===== config.mk =====
export PLATFORM = sky130hd
export DESIGN_NAME = idw_core
export DESIGN_NICKNAME = d
export VERILOG_FILES = /design/src/core/idw_pkg.sv /design/src/core/idw_core.sv
export SDC_FILE = /design/constraint.sdc
export NUM_CORES = 1
export LEC_CHECK = 0
export ABC_AREA = 0
export ABC_CLOCK_PERIOD_IN_PS = 2000
export BUFFER_PORTS_ARGS = -buffer_cell sky130_fd_sc_hd__buf_2
export CAP_MARGIN = 20
export CORE_AREA = 2 2 139 141
export CTS_BUF_LIST = sky130_fd_sc_hd__clkbuf_8
export DETAILED_ROUTE_END_ITERATION = 16
export DIE_AREA = 0 0 141 143
export GPL_ROUTABILITY_DRIVEN = 0
export MAX_ROUTING_LAYER = met4
export PLACE_DENSITY = 0.65
export SLEW_MARGIN = 0
export SYNTH_ARGS = -nofsm -noshare
export SYNTH_HDL_FRONTEND = slang
export SYNTH_SLANG_ARGS = --single-unit
export TNS_END_PERCENT = 10

===== constraint.sdc =====
create_clock -name clk_i -period 2 [get_ports clk_i]
set_input_delay 0.2 -clock clk_i [delete_from_list [all_inputs] [get_ports clk_i]]
set_output_delay 0.2 -clock clk_i [all_outputs]
set_load 0.005 [all_outputs]

===== src/core/idw_pkg.sv =====
// Behaviour
// - Major word: ATA-1, ATA-2 set; bit0 zero
// - Word 81 returns the minor version
// - Word 82 reports per-command support bits
// - Word 83: 15 clear, 14 set, bit0 microcode
// - Word 84: 15 clear, 14 set, rest zero
// - Word 85 enabled bits, bit11 write-verify
// - Words 86/87 signature; 86 bit0 microcode
// - Word 88 high: at most one selected mode bit
// - Word 88 low: supported mode level bits
// - Word 128 bit8 security level, reserved zero
// - Word 128 bits 4..0 security status
// - Word 131 bit0 zero when no-spin enabled
// - Ultra DMA valid flag only when consistent
package idw_pkg;
  // Wishbone byte offsets
  localparam logic [7:0] ADDR_VERSION  = 8'h00;
  localparam logic [7:0] ADDR_SUPPORT  = 8'h04;
  localparam logic [7:0] ADDR_ENABLE   = 8'h08;
  localparam logic [7:0] ADDR_UDMA     = 8'h0c;
  localparam logic [7:0] ADDR_SECURITY = 8'h10;
  localparam logic [7:0] ADDR_STATUS   = 8'h14;
  // Record word indices
  localparam logic [7:0] W_MAJOR = 8'h50;
  localparam logic [7:0] W_MINOR = 8'h51;
  localparam logic [7:0] W_SUP1  = 8'h52;
  localparam logic [7:0] W_SUP2  = 8'h53;
  localparam logic [7:0] W_EXT   = 8'h54;
  localparam logic [7:0] W_EN1   = 8'h55;
  localparam logic [7:0] W_EN2   = 8'h56;
  localparam logic [7:0] W_EN3   = 8'h57;
  localparam logic [7:0] W_UDMA  = 8'h58;
  localparam logic [7:0] W_SEC   = 8'h80;
  localparam logic [7:0] W_SPIN  = 8'h83;
  // Field positions
  localparam int BIT_ATA1      = 1;
  localparam int BIT_ATA2      = 2;
  localparam int BIT_SIG_ONE   = 14;
  localparam int BIT_SIG_ZERO  = 15;
  localparam int BIT_SUP_RSVD  = 11;
  localparam int BIT_MCODE     = 0;
  localparam int BIT_SEC_LEVEL = 8;
  localparam int UDMA_SEL_LSB  = 8;
  localparam int REG_MCODE     = 16;
  localparam int REG_NOSPIN    = 16;
  localparam int REG_ATA_LSB   = 16;
  localparam int REG_SEL_LSB   = 2;
  localparam int STS_CNT_LSB   = 8;
  localparam int STS_IDX_LSB   = 16;
  // Reset values
  localparam logic [15:0] RST_MINOR   = 16'h0000;
  localparam logic [1:0]  RST_ATA_HI  = 2'h0;
  localparam logic [15:0] RST_SUPPORT = 16'h0000;
  localparam logic [15:0] RST_ENABLE  = 16'h0000;
  localparam logic [1:0]  RST_UDMA    = 2'h0;
  localparam logic [4:0]  RST_SEC_ST  = 5'h00;
endpackage


===== src/core/idw_core.sv =====
// Decided for this implementation: the Wishbone register port and the address map.
`timescale 1ns/1ns
`default_nettype none
module idw_core (
  input  wire logic        clk_i,
  input  wire logic        rst_i,
  input  wire logic        cyc_i,
  input  wire logic        stb_i,
  input  wire logic        we_i,
  input  wire logic [7:0]  adr_i,
  input  wire logic [3:0]  sel_i,
  input  wire logic [31:0] dat_i,
  output var  logic [31:0] dat_o,
  output var  logic        ack_o,
  input  wire logic        word_rd_i,
  input  wire logic [7:0]  word_idx_i,
  output var  logic [15:0] word_data_o,
  output var  logic        word_ack_o,
  output var  logic        udma_valid_o
);

  typedef struct packed {
    logic        ack;
    logic [31:0] rdat;
    logic [15:0] minor;
    logic [1:0]  ata_hi;
    logic [15:0] sup;
    logic        mcode;
    logic [15:0] en;
    logic [1:0]  udma_sup;
    logic [1:0]  udma_sel;
    logic        sec_lvl;
    logic [4:0]  sec_st;
    logic        no_spin;
    logic        wack;
    logic [15:0] wdata;
    logic [7:0]  widx;
    logic [7:0]  wcnt;
    logic        uvalid;
  } idw_state_type;

  idw_state_type st_q;
  idw_state_type st_d;

  logic bus_req;
  assign bus_req = cyc_i && stb_i && !st_q.ack;

  // Writes wait for the ack edge, where the master samples the answer
  logic bus_wr;
  assign bus_wr = cyc_i && stb_i && we_i && st_q.ack;

  function automatic logic [31:0] merge(input logic [31:0] old_v,
                                        input logic [31:0] new_v,
                                        input logic [3:0]  be);
    logic [31:0] r;
    r = old_v;
    for (int i = 0; i < 4; i++) begin
      if (be[i]) begin
        r[8*i +: 8] = new_v[8*i +: 8];
      end
    end
    return r;
  endfunction

  // Code 0 means nothing; codes 1..3 stand for modes 0..2
  function automatic logic [2:0] mode_bits(input logic [1:0] code, input logic upto);
    logic [2:0] r;
    r = 3'h0;
    for (int i = 0; i < 3; i++) begin
      if (upto ? (code > 2'(i)) : (code == 2'(i + 1))) begin
        r[i] = 1'b1;
      end
    end
    return r;
  endfunction

  // Consistent when something is supported and any selection lies within it
  function automatic logic udma_ok(input logic [1:0] sup, input logic [1:0] sel);
    return (sup != 2'h0) && (sel <= sup);
  endfunction

  function automatic logic [31:0] reg_read(input logic [7:0] a, input idw_state_type s);
    logic [31:0] r;
    r = 32'h0000_0000;
    case (a)
      idw_pkg::ADDR_VERSION: begin
        r[15:0] = s.minor;
        r[idw_pkg::REG_ATA_LSB +: 2] = s.ata_hi;
      end
      idw_pkg::ADDR_SUPPORT: begin
        r[15:0] = s.sup;
        r[idw_pkg::REG_MCODE] = s.mcode;
      end
      idw_pkg::ADDR_ENABLE: begin
        r[15:0] = s.en;
      end
      idw_pkg::ADDR_UDMA: begin
        r[1:0] = s.udma_sup;
        r[idw_pkg::REG_SEL_LSB +: 2] = s.udma_sel;
      end
      idw_pkg::ADDR_SECURITY: begin
        r[4:0] = s.sec_st;
        r[idw_pkg::BIT_SEC_LEVEL] = s.sec_lvl;
        r[idw_pkg::REG_NOSPIN] = s.no_spin;
      end
      idw_pkg::ADDR_STATUS: begin
        r[0] = s.uvalid;
        r[idw_pkg::STS_CNT_LSB +: 8] = s.wcnt;
        r[idw_pkg::STS_IDX_LSB +: 8] = s.widx;
      end
      default: begin
        r = 32'h0000_0000;
      end
    endcase
    return r;
  endfunction

  function automatic logic [15:0] rec_word(input logic [7:0] idx, input idw_state_type s);
    logic [15:0] w;
    w = 16'h0000;
    case (idx)
      idw_pkg::W_MAJOR: begin
        w[idw_pkg::BIT_ATA1] = 1'b1;
        w[idw_pkg::BIT_ATA2] = 1'b1;
        w[4:3] = s.ata_hi;
      end
      idw_pkg::W_MINOR: begin
        w = s.minor;
      end
      idw_pkg::W_SUP1: begin
        w = s.sup;
        w[idw_pkg::BIT_SUP_RSVD] = 1'b0;
      end
      idw_pkg::W_SUP2, idw_pkg::W_EN2: begin
        w[idw_pkg::BIT_SIG_ONE] = 1'b1;
        w[idw_pkg::BIT_MCODE] = s.mcode;
      end
      idw_pkg::W_EXT, idw_pkg::W_EN3: begin
        w[idw_pkg::BIT_SIG_ONE] = 1'b1;
      end
      idw_pkg::W_EN1: begin
        w = s.en;
      end
      idw_pkg::W_UDMA: begin
        if (s.udma_sel <= s.udma_sup) begin
          w[idw_pkg::UDMA_SEL_LSB +: 3] = mode_bits(s.udma_sel, 1'b0);
        end
        w[2:0] = mode_bits(s.udma_sup, 1'b1);
      end
      idw_pkg::W_SEC: begin
        w[idw_pkg::BIT_SEC_LEVEL] = s.sec_lvl;
        w[4:0] = s.sec_st;
      end
      idw_pkg::W_SPIN: begin
        w[0] = !s.no_spin;
      end
      default: begin
        w = 16'h0000;
      end
    endcase
    return w;
  endfunction

  always_comb begin
    logic [31:0] m;
    m = 32'h0000_0000;
    st_d = st_q;
    st_d.ack = bus_req;
    st_d.wack = word_rd_i;
    st_d.uvalid = udma_ok(st_q.udma_sup, st_q.udma_sel);
    if (word_rd_i) begin
      st_d.wdata = rec_word(word_idx_i, st_q);
      st_d.widx = word_idx_i;
      st_d.wcnt = st_q.wcnt + 8'h01;
    end
    if (bus_req) begin
      st_d.rdat = reg_read(adr_i, st_q);
    end
    if (bus_wr) begin
      m = merge(reg_read(adr_i, st_q), dat_i, sel_i);
      case (adr_i)
        idw_pkg::ADDR_VERSION: begin
          st_d.minor = m[15:0];
          st_d.ata_hi = m[idw_pkg::REG_ATA_LSB +: 2];
        end
        idw_pkg::ADDR_SUPPORT: begin
          st_d.sup = m[15:0];
          st_d.mcode = m[idw_pkg::REG_MCODE];
        end
        idw_pkg::ADDR_ENABLE: begin
          st_d.en = m[15:0];
        end
        idw_pkg::ADDR_UDMA: begin
          st_d.udma_sup = m[1:0];
          st_d.udma_sel = m[idw_pkg::REG_SEL_LSB +: 2];
        end
        idw_pkg::ADDR_SECURITY: begin
          st_d.sec_st = m[4:0];
          st_d.sec_lvl = m[idw_pkg::BIT_SEC_LEVEL];
          st_d.no_spin = m[idw_pkg::REG_NOSPIN];
        end
        default: begin
          st_d.minor = st_q.minor;
        end
      endcase
    end
  end

  always_ff @(posedge clk_i) begin
    if (rst_i) begin
      st_q <= '0;
      st_q.minor <= idw_pkg::RST_MINOR;
      st_q.ata_hi <= idw_pkg::RST_ATA_HI;
      st_q.sup <= idw_pkg::RST_SUPPORT;
      st_q.en <= idw_pkg::RST_ENABLE;
      st_q.udma_sup <= idw_pkg::RST_UDMA;
      st_q.udma_sel <= idw_pkg::RST_UDMA;
      st_q.sec_st <= idw_pkg::RST_SEC_ST;
    end else begin
      st_q <= st_d;
    end
  end

  assign dat_o = st_q.rdat;
  assign ack_o = st_q.ack;
  assign word_data_o = st_q.wdata;
  assign word_ack_o = st_q.wack;
  assign udma_valid_o = st_q.uvalid;
endmodule
`default_nettype wire


# Word-level counts from Yosys, hierarchy flattened

Cells that the tools add are included.

$add $sub $neg: 1
$lt $le $gt $ge: 4
Equal/unequal tests: 19
Multiplexer cells: 32
Reduce and logical (&&, ||, !) cells: 16

Operators with widths:

| kind                | number |
|---|---|
| $eq 8x7->1 const B  | 9 |
| $pmux 7 s4          | 1 |
| $pmux 3 s3          | 3 |
| $eq 8x4->1 const B  | 2 |
| $eq 8x5->1 const B  | 2 |
| $eq 8x8->1 const B  | 2 |
| $mux 8              | 2 |
| $pmux 1 s4          | 4 |
| $pmux 3 s5          | 1 |
| $pmux 2 s6          | 1 |
| $pmux 3 s4          | 1 |
| $pmux 1 s5          | 2 |
| $pmux 2 s5          | 1 |
| $reduce_and 2->1    | 5 |
| $add 8x1->8 const B | 1 |
| $eq 8x3->1 const B  | 1 |
| $logic_not 8->1     | 1 |
| $pmux 2 s4          | 1 |
| $pmux 1 s7          | 1 |
| $mux 1              | 6 |
| $mux 6              | 1 |
| $pmux 1 s3          | 2 |
| $pmux 1 s6          | 1 |
| $logic_and 1x1->1   | 5 |
| other kinds (12)    | 16 |

Register bits: 121
Bits of input ports: 58
Output and inout bits: 51
Word-level logic and storage cells: 89

# Longest topological paths before layout

Gate-level depths: netlist of run 1.

Depth in word-level cells: 4
Mapped depth: 8
Depth with buffers taken out: 7

# Worst setup path after synthesis of run 1

OpenSTA, ideal clock, no wires.

Kind: in2reg
Start point: input adr_i[3]
End point: register st_q[63] in the netlist's numbering
Setup time: 115 ps
Arrival time: 1790 ps
Data required time: 1885 ps
Setup slack: 96 ps
Stages on the path: 7
Path buffers: 2
Cells stage by stage: buf_6 -> or4_4 -> buf_6 -> nor2_2 -> nand2_1 -> or3_1 -> o21a_1

Longest elaborated chain between the ends: 3
Elaborated cells between the ends (all ways): 7
Those cells by class: eq/ne (4); mux (2); reduce/logical (1)

Ends and longest elaborated chain:

| what                               | line            | RTL |
|---|---|---|
| from (decl)                        | idw_core.sv:10  | `input wire logic [7:0] adr_i,` |
| $eq 8x5->1 (tied with other cells) | idw_core.sv:85  | `case (a)` |
| $pmux 3 s4                         | idw_core.sv:85  |  |
| $mux 8                             | idw_core.sv:58  | `if (be[i]) begin` |
| to (signal assigned)               | idw_core.sv:220 | `st_q <= st_d;` |
| to (decl)                          | idw_core.sv:42  | `idw_state_type st_q;` |

Parallel ways exist; a longest one is shown, timed or not.
A chain may end at the register's enable or synchronous reset.

# Final worst setup path of run 1

Start point: register st_q, in the netlist ack_o
End point: register st_q[41] in the netlist's numbering

Longest elaborated chain between the ends: 2

Ends and longest elaborated chain:

| what                              | line           | RTL |
|---|---|---|
| $logic_and 1x1->1                 | idw_core.sv:50 | `assign bus_wr = cyc_i && stb_i && we_i && st_q.ack;` |
| $reduce_and 2->1 (no source line) | --             |  |

Every way passes these cells.

==> impl_summary.md, run 1 <==
Worst setup path
The delay of the slowest critical-path stage is around 0.49 ns. The kind of cell adding the most delay to the critical path is simple AND/OR/NAND/NOR gates. The slowest stage of the critical path belongs to the cell sky130_fd_sc_hd__or3_1. Walking the worst path, the cells encountered are nand4_1 -> buf_4 -> or3_1 -> or3_1 -> a21oi_1. The cell repeated most along the worst path is sky130_fd_sc_hd__or3_1.

At the worst endpoint, the required time is 2.39 ns. The buffers plus inverters on the worst setup path is 1. The largest fanout of any net on the critical path is 6. The critical path class is reg -> reg. For the worst setup path, the data arrival time is around 2.2 ns. The critical path startpoint category is a flop.

The endpoint kind of the worst setup timing path is a flop.

Worst hold path
The type of the most critical hold path is in -> reg.

CTS
The clock tree from TritonCTS is yes. The maximum level of the CTS H-tree is 4. The maximum count of clock buffers along a single path is 2. The clock reaches the later pin of the worst-skew pair after 0.47 ns. The number of sinks driven by the clock tree is ~120. After clock tree synthesis, the clock-pin slew on the worst setup and hold paths is approximately 0.080 ns. The number of buffers inserted to repair setup after CTS is 0.

The root buffer selected by CTS is sky130_fd_sc_hd__clkbuf_8. Clock tree synthesis inserted a total of 17 buffers.

Finish
The final instance area is 7492 sq um. The top cell types in the final layout, fill and taps aside, are sky130_fd_sc_hd__dfxtp_1, sky130_fd_sc_hd__nor2_1, sky130_fd_sc_hd__buf_2. The share of post-route cells with drive strength above 1 is 0.2185.

The area growth from synthesis to layout is 16.98%. The repair_antennas step left the layout with diodes totalling 0. Once layout is complete, the utilization of the core stands at 0.4032. The most common library cell in the layout ignoring fill and taps is sky130_fd_sc_hd__dfxtp_1.

The net count of the finished layout is between 900 and 1000.

Placed design
Port buffering added 85 buffers. Summed over all nets, the half-perimeter wirelength after detailed placement is ~15000 um. The post-place instance area is approximately 7000 sq um.

Synthesis
The number of instances in the synthesized netlist is about 770. After synthesis, the netlist uses 62 different library cells. The mean instance size in the synthesized netlist is approximately 8.4 sq um. The proportion of synthesized flip-flops having asynchronous set or reset is 0.

After synthesis the cells add up to 6405 sq um. The share of the Yosys chip area taken by registers is 0.3782. The dominant register cell in the synthesized netlist is sky130_fd_sc_hd__dfxtp_1. The number of storage elements in the synthesis netlist is ~120. The Yosys step of the flow raised 0 warnings. The synthesized design contains 0 enable-type register cells.

Die
After floorplanning, the core was divided into 50 placement rows. ~110 I/O pins were placed. The horizontal die dimension is 141 um.

The effective utilization at floorplan is 0.3447. After floorplanning, the core was sized to cover roughly 19000 sq um. The vertical die dimension is between 100 and 150 um. The full die area is between 20000 and 25000 sq um.

Power
Of the total power, the share spent switching nets is 0.2823. The completed layout was analyzed and its total power is approximately 5 mW. The worst-case IR drop observed on VDD is 0.0004377 V. The sequential fraction of design power is 0.490.

The power density of the placed cells is 669.0 nW/um^2. For this design the static power due to leakage is between 2 and 3 nW. The internal portion of the total power is between 3 and 4 mW. The combinational fraction of design power is 0.094.

The share of total power dissipated in the clock network is 0.417. For this design the total switching power over the nets is 1.415 mW.

Detailed routing
The routed length per instance is ~18 um. The count of nets left with antenna violations once routing finished came out at 0. The number of vias per cell after detailed routing is 5.558. The routed layout has approximately 6100 vias. In the routed design, unresolved DRC markers number 0.

The total length of routed wires is ~20000 um. Before antenna repair, the detailed router went through 5 iterations. In this run, the number of DRC markers left after iteration 0 of detailed routing was between 600 and 700.

STA
The count of final setup violators is 0. The count of pins over their slew limit is 0. The final hold violation count is 0. Subtracting the final worst setup slack from the clock period gives approximately 1.8 ns. The clock tree skew after final layout is between 0.01 and 0.015 ns.

Timing would allow up to 560.9 MHz. Setup repair after global routing left no endpoint under its margin. The final critical-path share of the clock period is 0.8915. The pin slew with the least headroom to its limit is between 0.5 and 0.6 ns. The normalized max-slew margin is 0.6174.

GRT
The number of global-route vias before repair is ~5500. For this run, the total global-route usage over all layers was measured as 0.2072. Summed over all layers, the global routing overflow is 0. The initial antenna violation count was 0.

The first-pass GRT wire length is between 30000 and 40000 um. Entering global routing, the biggest net connects 34 pins.

Job
The number of max-capacitance violations reported is 0.

Outcome
The run finished with clean final reports.
-- what timing repair did --
action | 4_1_cts | 5_1_grt
gates resized for setup | 0 | 1
setup endpoints to repair | 0 | 3
hold buffers | 4 | 0
endpoints found under the hold margin | 4 | 0
-- kinds of logic (layout without fill, tap and decap cells) --
family	count (synthesis)	in the layout	synth area share
muxes	26	26	0.04083
xor gates and xnor gates	5	5	0.006837
DFF	121	121	0.3782
and+or+nand+nor	278	278	0.2227
adders and majority gates	3	3	0.005861
AOI/OAI and AO/OA	227	227	0.2508
buffers and inverters	105	188	0.09416
other	1	8	0.0005855
-- metal layers --
| layer | vias to the layer above | wire (um) | global-route usage |
|---|---|---|---|
| met5 | - | 0 | - |
| li1 | 2930 | - | - |
| met4 | 0 | 430 | 0.07632 |
| met1 | 2825 | 9591 | 0.2923 |
| met2 | 273 | 8206 | 0.2883 |
| met3 | 30 | 1691 | 0.04661 |
-- worst paths after layout --
kind | startpoint | end | slack (ns) | cells past startpoint
hold reg to reg | dat_o[17] | dat_o[17] | 0.46 | 2
hold / removal | word_idx_i[7] | st_q[16] | 0.04 | 3
setup reg to reg | ack_o | st_q[41] | 0.22 | 5
setup / recovery | ack_o | st_q[41] | 0.22 | 5
-- state kept, by name, summed over array words and instances (netlist names) --
signal        cells
st_q             78
dat_o            24
word_data_o      16
ack_o             1
udma_valid_o      1
word_ack_o        1
-- power by group through the flow --
stage | Clock, mW | Combinational, mW | Sequential [mW]
after global routing | 2.23 | 0.505 | 2.46
final | 2.09 | 0.469 | 2.45
after CTS | 2.13 | 0.463 | 2.45
after floorplan | 0 | 0.277 | 2.51
after global placement | 0 | 0.449 | 2.51
after detailed placement | 0 | 0.455 | 2.51
-- per-stage QoR --
stage               setup TNS [ns]  setup slack, ns  instances  hold WS (ns)
floorplan                        0          0.09553        773        0.2839
global placement           -0.1797         -0.06411       1054        0.4421
detailed placement         -0.1083         -0.03369       1054        0.4451
CTS                              0           0.2193       1090       0.01583
global route                     0          0.06340       1090       0.04082
finish                           0           0.2170       1090       0.03632
-- cell type report --
cell class / instances / area (sq um)
multi-input combinational: 547 / 3407
inverter: 7 / 26.28
sequential: 121 / 2422
timing repair buffer: 149 / 980.9
clock inverter: 15 / 128.9
fill: 1871 / 11090
clock buffer: 17 / 234.0
tap: 234 / 292.8
-- worst reg2reg max path, cell delays in order (launching register included) --
cell	delay, ns
sky130_fd_sc_hd__dfxtp_1	0.39
sky130_fd_sc_hd__nand4_1	0.12
sky130_fd_sc_hd__buf_4	0.19
sky130_fd_sc_hd__or3_1	0.49
sky130_fd_sc_hd__or3_1	0.37
sky130_fd_sc_hd__a21oi_1	0.15
-- synth_stat cells, types with 4 or more instances --
library cell / number / area (sq um)
sky130_fd_sc_hd__nand3b_1: 14 / 105.1
sky130_fd_sc_hd__o2bb2ai_1: 6 / 52.55
sky130_fd_sc_hd__o21ai_0: 18 / 90.09
sky130_fd_sc_hd__a22o_1: 11 / 96.34
sky130_fd_sc_hd__o21a_1: 6 / 45.04
sky130_fd_sc_hd__o21bai_1: 18 / 135.1
sky130_fd_sc_hd__a211oi_1: 25 / 187.7
sky130_fd_sc_hd__nor4bb_1: 5 / 50.05
sky130_fd_sc_hd__a22oi_1: 32 / 240.2
sky130_fd_sc_hd__dfxtp_1: 121 / 2422
sky130_fd_sc_hd__mux2i_1: 25 / 250.2
sky130_fd_sc_hd__buf_4: 48 / 360.4
sky130_fd_sc_hd__a311oi_1: 8 / 70.07
sky130_fd_sc_hd__nand2b_1: 7 / 43.79
sky130_fd_sc_hd__a21oi_1: 41 / 205.2
sky130_fd_sc_hd__a31oi_1: 19 / 118.9
sky130_fd_sc_hd__and3_1: 5 / 31.28
sky130_fd_sc_hd__nand2_1: 55 / 206.5
sky130_fd_sc_hd__o31ai_1: 8 / 60.06
sky130_fd_sc_hd__nor2b_1: 12 / 75.07
sky130_fd_sc_hd__nor4_1: 4 / 25.02
sky130_fd_sc_hd__buf_2: 5 / 25.02
sky130_fd_sc_hd__nand3_1: 15 / 75.07
sky130_fd_sc_hd__nor2_1: 96 / 360.4
sky130_fd_sc_hd__or3_1: 15 / 93.84
sky130_fd_sc_hd__nand4_1: 7 / 43.79
sky130_fd_sc_hd__a2111oi_0: 4 / 35.03
sky130_fd_sc_hd__a2bb2oi_1: 13 / 113.9
sky130_fd_sc_hd__xor2_1: 4 / 35.03
sky130_fd_sc_hd__inv_1: 7 / 26.28
sky130_fd_sc_hd__nor3_1: 23 / 115.1
sky130_fd_sc_hd__and2_1: 4 / 25.02
sky130_fd_sc_hd__clkbuf_1: 40 / 150.1
Power figures use the tool's default switching activity.
==> run 2, diff against run 1 <==
ABC_AREA = 1   (was 0)
CORE_AREA = 2 2 138 140   (was 2 2 139 141)
DIE_AREA = 0 0 140 142   (was 0 0 141 143)
==> impl_summary.md, run 2 <==
Finish
The register with the most flip-flops is st_q (unchanged). The final design utilization is 0.3893 (was 0.4032). The area overhead of the layout relative to synthesis is 13.59% (was 16.98%). Most frequent cells in the layout: sky130_fd_sc_hd__nand2_1, sky130_fd_sc_hd__dfxtp_1, sky130_fd_sc_hd__a21oi_1 (was sky130_fd_sc_hd__dfxtp_1, sky130_fd_sc_hd__nor2_1, sky130_fd_sc_hd__buf_2). The post-route non-filler standard cell count is 1229 (was 1090). The flip-flop count of the largest register after layout is 78 (unchanged). The most common library cell in the layout ignoring fill and taps is sky130_fd_sc_hd__nand2_1 (was sky130_fd_sc_hd__dfxtp_1). The number of inserted diodes is 0 (unchanged).

The share of post-route cells with drive strength above 1 is 0.1879 (was 0.2185). The net count of the finished layout is 1043 (was 904).

Die
The placeable core region is 18460 sq um (was 18580 sq um). The standard-cell row count is 50 (unchanged). The effective utilization at floorplan is 0.3427 (was 0.3447). The vertical die dimension is 142 um (was 143 um). The full die area came to 19880 sq um (was 20160 sq um).

The number of primary I/O pins is 109 (unchanged). The horizontal die dimension is 140 um (was 141 um).

Detailed routing
The number of vias per cell after detailed routing came to 4.963 (was 5.558). The total length of routed wires is 18270 um (was 19920 um). The routed length per instance is 14.86 um (was 18.27 um). The number of iterations in the first detailed-routing pass is 13 (was 5). The final antenna-violating net count was 0 (unchanged). The detailed-route via count is 6100 (was 6058).

The number of remaining DRC errors came to 7 (was 0). The violation count after the first detailed-route iteration is 533 (was 634).

Synthesis
The number of instances in the synthesized netlist is 931 (was 766). The most used standard cell by instance count after synthesis is sky130_fd_sc_hd__nand2_1 (was sky130_fd_sc_hd__dfxtp_1). The fraction of the yosys area taken by sequential cells is 0.3830 (was 0.3782). Commonest cells post-synth: sky130_fd_sc_hd__nand2_1, sky130_fd_sc_hd__dfxtp_1, sky130_fd_sc_hd__a21oi_1, sky130_fd_sc_hd__o21ai_0, sky130_fd_sc_hd__inv_1 (was sky130_fd_sc_hd__dfxtp_1, sky130_fd_sc_hd__nor2_1, sky130_fd_sc_hd__nand2_1, sky130_fd_sc_hd__buf_4, sky130_fd_sc_hd__a21oi_1).

The dominant register cell in the synthesized netlist is sky130_fd_sc_hd__dfxtp_1 (unchanged). Top area cells in the synthesized netlist: sky130_fd_sc_hd__dfxtp_1, sky130_fd_sc_hd__nand2_1, sky130_fd_sc_hd__a21oi_1 (was sky130_fd_sc_hd__dfxtp_1, sky130_fd_sc_hd__buf_4, sky130_fd_sc_hd__nor2_1). The Yosys warning count is 0 (unchanged). The number of distinct library cell variants in the gate-level netlist after synthesis came to 34 (was 62). The number of storage elements in the synthesis netlist is 121 (unchanged). The cell type with the highest aggregate area in the netlist is sky130_fd_sc_hd__dfxtp_1 (unchanged). The number of flops mapped to enable cells by yosys is 0 (unchanged). The mean instance size in the synthesized netlist is 6.794 sq um (was 8.361 sq um). The top cell type's share of synthesized area came to 0.3830 (was 0.3782). The netlist area before placement is 6325 sq um (was 6405 sq um). The proportion of synthesized flip-flops having asynchronous set or reset is 0 (unchanged).

Outcome
Outcome: complete, but fails checks (was finished, final reports clean). The final reports fail on DRC.

CTS
The number of sinks driven by the clock tree came to 121 (unchanged). The number of CTS-inserted buffers was 17 (unchanged). The maximum level of the CTS H-tree came to 4 (unchanged). The maximum count of clock buffers along a single path is 2 (unchanged). The clock network latency to the later pin of the worst-skew pair is 0.46 ns (was 0.47 ns). The clock slew seen by the registers of the worst setup and hold paths is 0.08 ns (about the same). The root buffer selected by CTS is sky130_fd_sc_hd__clkbuf_8 (unchanged). The clock tree from TritonCTS is yes (unchanged).

The post-cts sizing count was 0 (unchanged).

Worst setup path
The endpoint kind of the worst setup timing path is a flop (unchanged). The critical path startpoint category is a flop (unchanged). The critical path class is reg -> reg (unchanged). The critical path data required time is 2.40 ns (was 2.39 ns).

The largest fanout of any net on the critical path was 5 (was 6). The arrival time at the worst endpoint is 2.12 ns (was 2.18 ns).

STA
RSZ-0062 raised after global routing: false (unchanged). The highest clock frequency the design can meet was 580.8 MHz (was 560.9 MHz). The pin slew with the least headroom to its limit is 0.5077 ns (was 0.5722 ns). The sum of negative setup slack came to 0 ns (unchanged). The shortest clock period the worst path allows after layout is 1.722 ns (was 1.783 ns).

The count of pins over their slew limit came to 0 (unchanged). The normalized max-slew margin came to 0.6616 (was 0.6174). The final hold violation count is 0 (unchanged). The clock tree skew after final layout is 0.01002 ns (was 0.01064 ns). The final critical-path share of the clock period is 0.8608 (was 0.8915). The count of final setup violators is 0 (unchanged).

Placed design
The final HPWL from detailed placement is 13370 um (was 14910 um). The instance count after placement with tap cells included is 1196 (was 1054). The number of buffer cells added on primary ports is 85 (unchanged).

Job
The number of max-capacitance violations reported is 0 (unchanged).

GRT
The number of global-route vias before repair is 5313 (was 5527). The first-pass GRT wire length is 28480 um (was 31240 um). The remaining global-route overflow is 0 (unchanged). The total global routing track utilization was 0.1922 (was 0.2072).

The initial antenna violation count is 0 (unchanged). The pin count of the biggest net entering global routing is 74 (was 34).

Power
The highest ir drop seen on vdd came to 0.0004229 V (was 0.0004377 V). The power density of the placed cells was 749.1 nW/um^2 (was 669.0 nW/um^2). The cell leakage power is 3.344 nW (was 2.875 nW).

Worst hold path
The type of the most critical hold path is in -> reg (unchanged).
-- run 2: changes by cell type after synthesis, sizes merged, moves of 19 or more --
cell    before  now
nand2       55  212
o21ai       18  111
inv          7   96
a21oi       41  109
nand3       15   60
a22oi       32    0
a211oi      25    0
mux2i       25    0
clkbuf      40   21
-- run 2: cells by family after synthesis --
kind of cell / share of synthesized area
AO/OA/AOI/OAI: 0.1838
buffers and inverters: 0.1480
XOR/XNOR: 0.001385
flip-flops: 0.3830
other: 0.0005929
adder cells (fa/ha/maj): 0.005935
AND/OR/NAND/NOR: 0.2774
-- run 2: per-layer routing --
layer  part of all wire  up-vias  track usage
met4              0.022        0      0.07283
li1                   -     3057            -
met2               0.45      234       0.2961
met3              0.074       37      0.04946
met5                  0        -            -
met1               0.45     2772       0.2438
-- run 2: power by group --
part | switching, mW | internal, mW | leakage, nW | total [mW]
clock network | 1.02 | 1.50 | 0.222 | 2.52
registers | 0.0267 | 2.46 | 0.982 | 2.48
logic | 0.242 | 0.131 | 2.14 | 0.373
-- run 2: path summary, 6_finish.rpt --
check | to | depth (start not counted) | start | slack [ns]
max reg2reg | word_data_o[8] | 8 | st_q[44] | 0.28
max | word_data_o[8] | 8 | st_q[44] | 0.28
min reg2reg | dat_o[21] | 2 | st_q[14] | 0.45
min | st_q[13] | 3 | word_idx_i[4] | 0.02
-- run 2: through the flow --
| stage | hold WS, ns | worst slack, ns | total power, mW | cell area (sq um) |
|---|---|---|---|---|
| 2_1_floorplan | 0.3521 | 0.5694 | 2.800 | 6351 |
| 3_3_place_gp | 0.4471 | 0.3067 | 2.905 | 6723 |
| 3_5_place_dp | 0.4462 | 0.2875 | 2.910 | 6723 |
| 4_1_cts | 0.0002881 | 0.2779 | 5.417 | 7184 |
| 5_1_grt | 0.01217 | 0.1066 | 5.576 | 7184 |
| 6_report | 0.02007 | 0.2784 | 5.382 | 7184 |
-- run 2: final cells by class --
cell class              count  area, sq um
fillers                  1967        11270
clock buffers              18        247.7
repair buffers            111        648.1
well taps                 234        292.8
inverters                  99        374.1
flip-flops and latches    121         2422
clock inverters            14        203.9
multi-input cells         632         2995
-- run 2: what timing repair did --
item,in CTS,in global routing
buffers inserted,0,0
endpoints found under the hold margin,1,0
hold buffers,1,0
-- run 2: critical path, stage by stage, from the launching register on --
cell and delay (ns):
sky130_fd_sc_hd__dfxtp_1 0.40, sky130_fd_sc_hd__inv_1 0.08, sky130_fd_sc_hd__ha_1 0.29, sky130_fd_sc_hd__inv_1 0.06
sky130_fd_sc_hd__nor2_1 0.03, sky130_fd_sc_hd__o21ai_0 0.31, sky130_fd_sc_hd__nand3_1 0.20, sky130_fd_sc_hd__and3_1 0.20
sky130_fd_sc_hd__a21oi_1 0.11
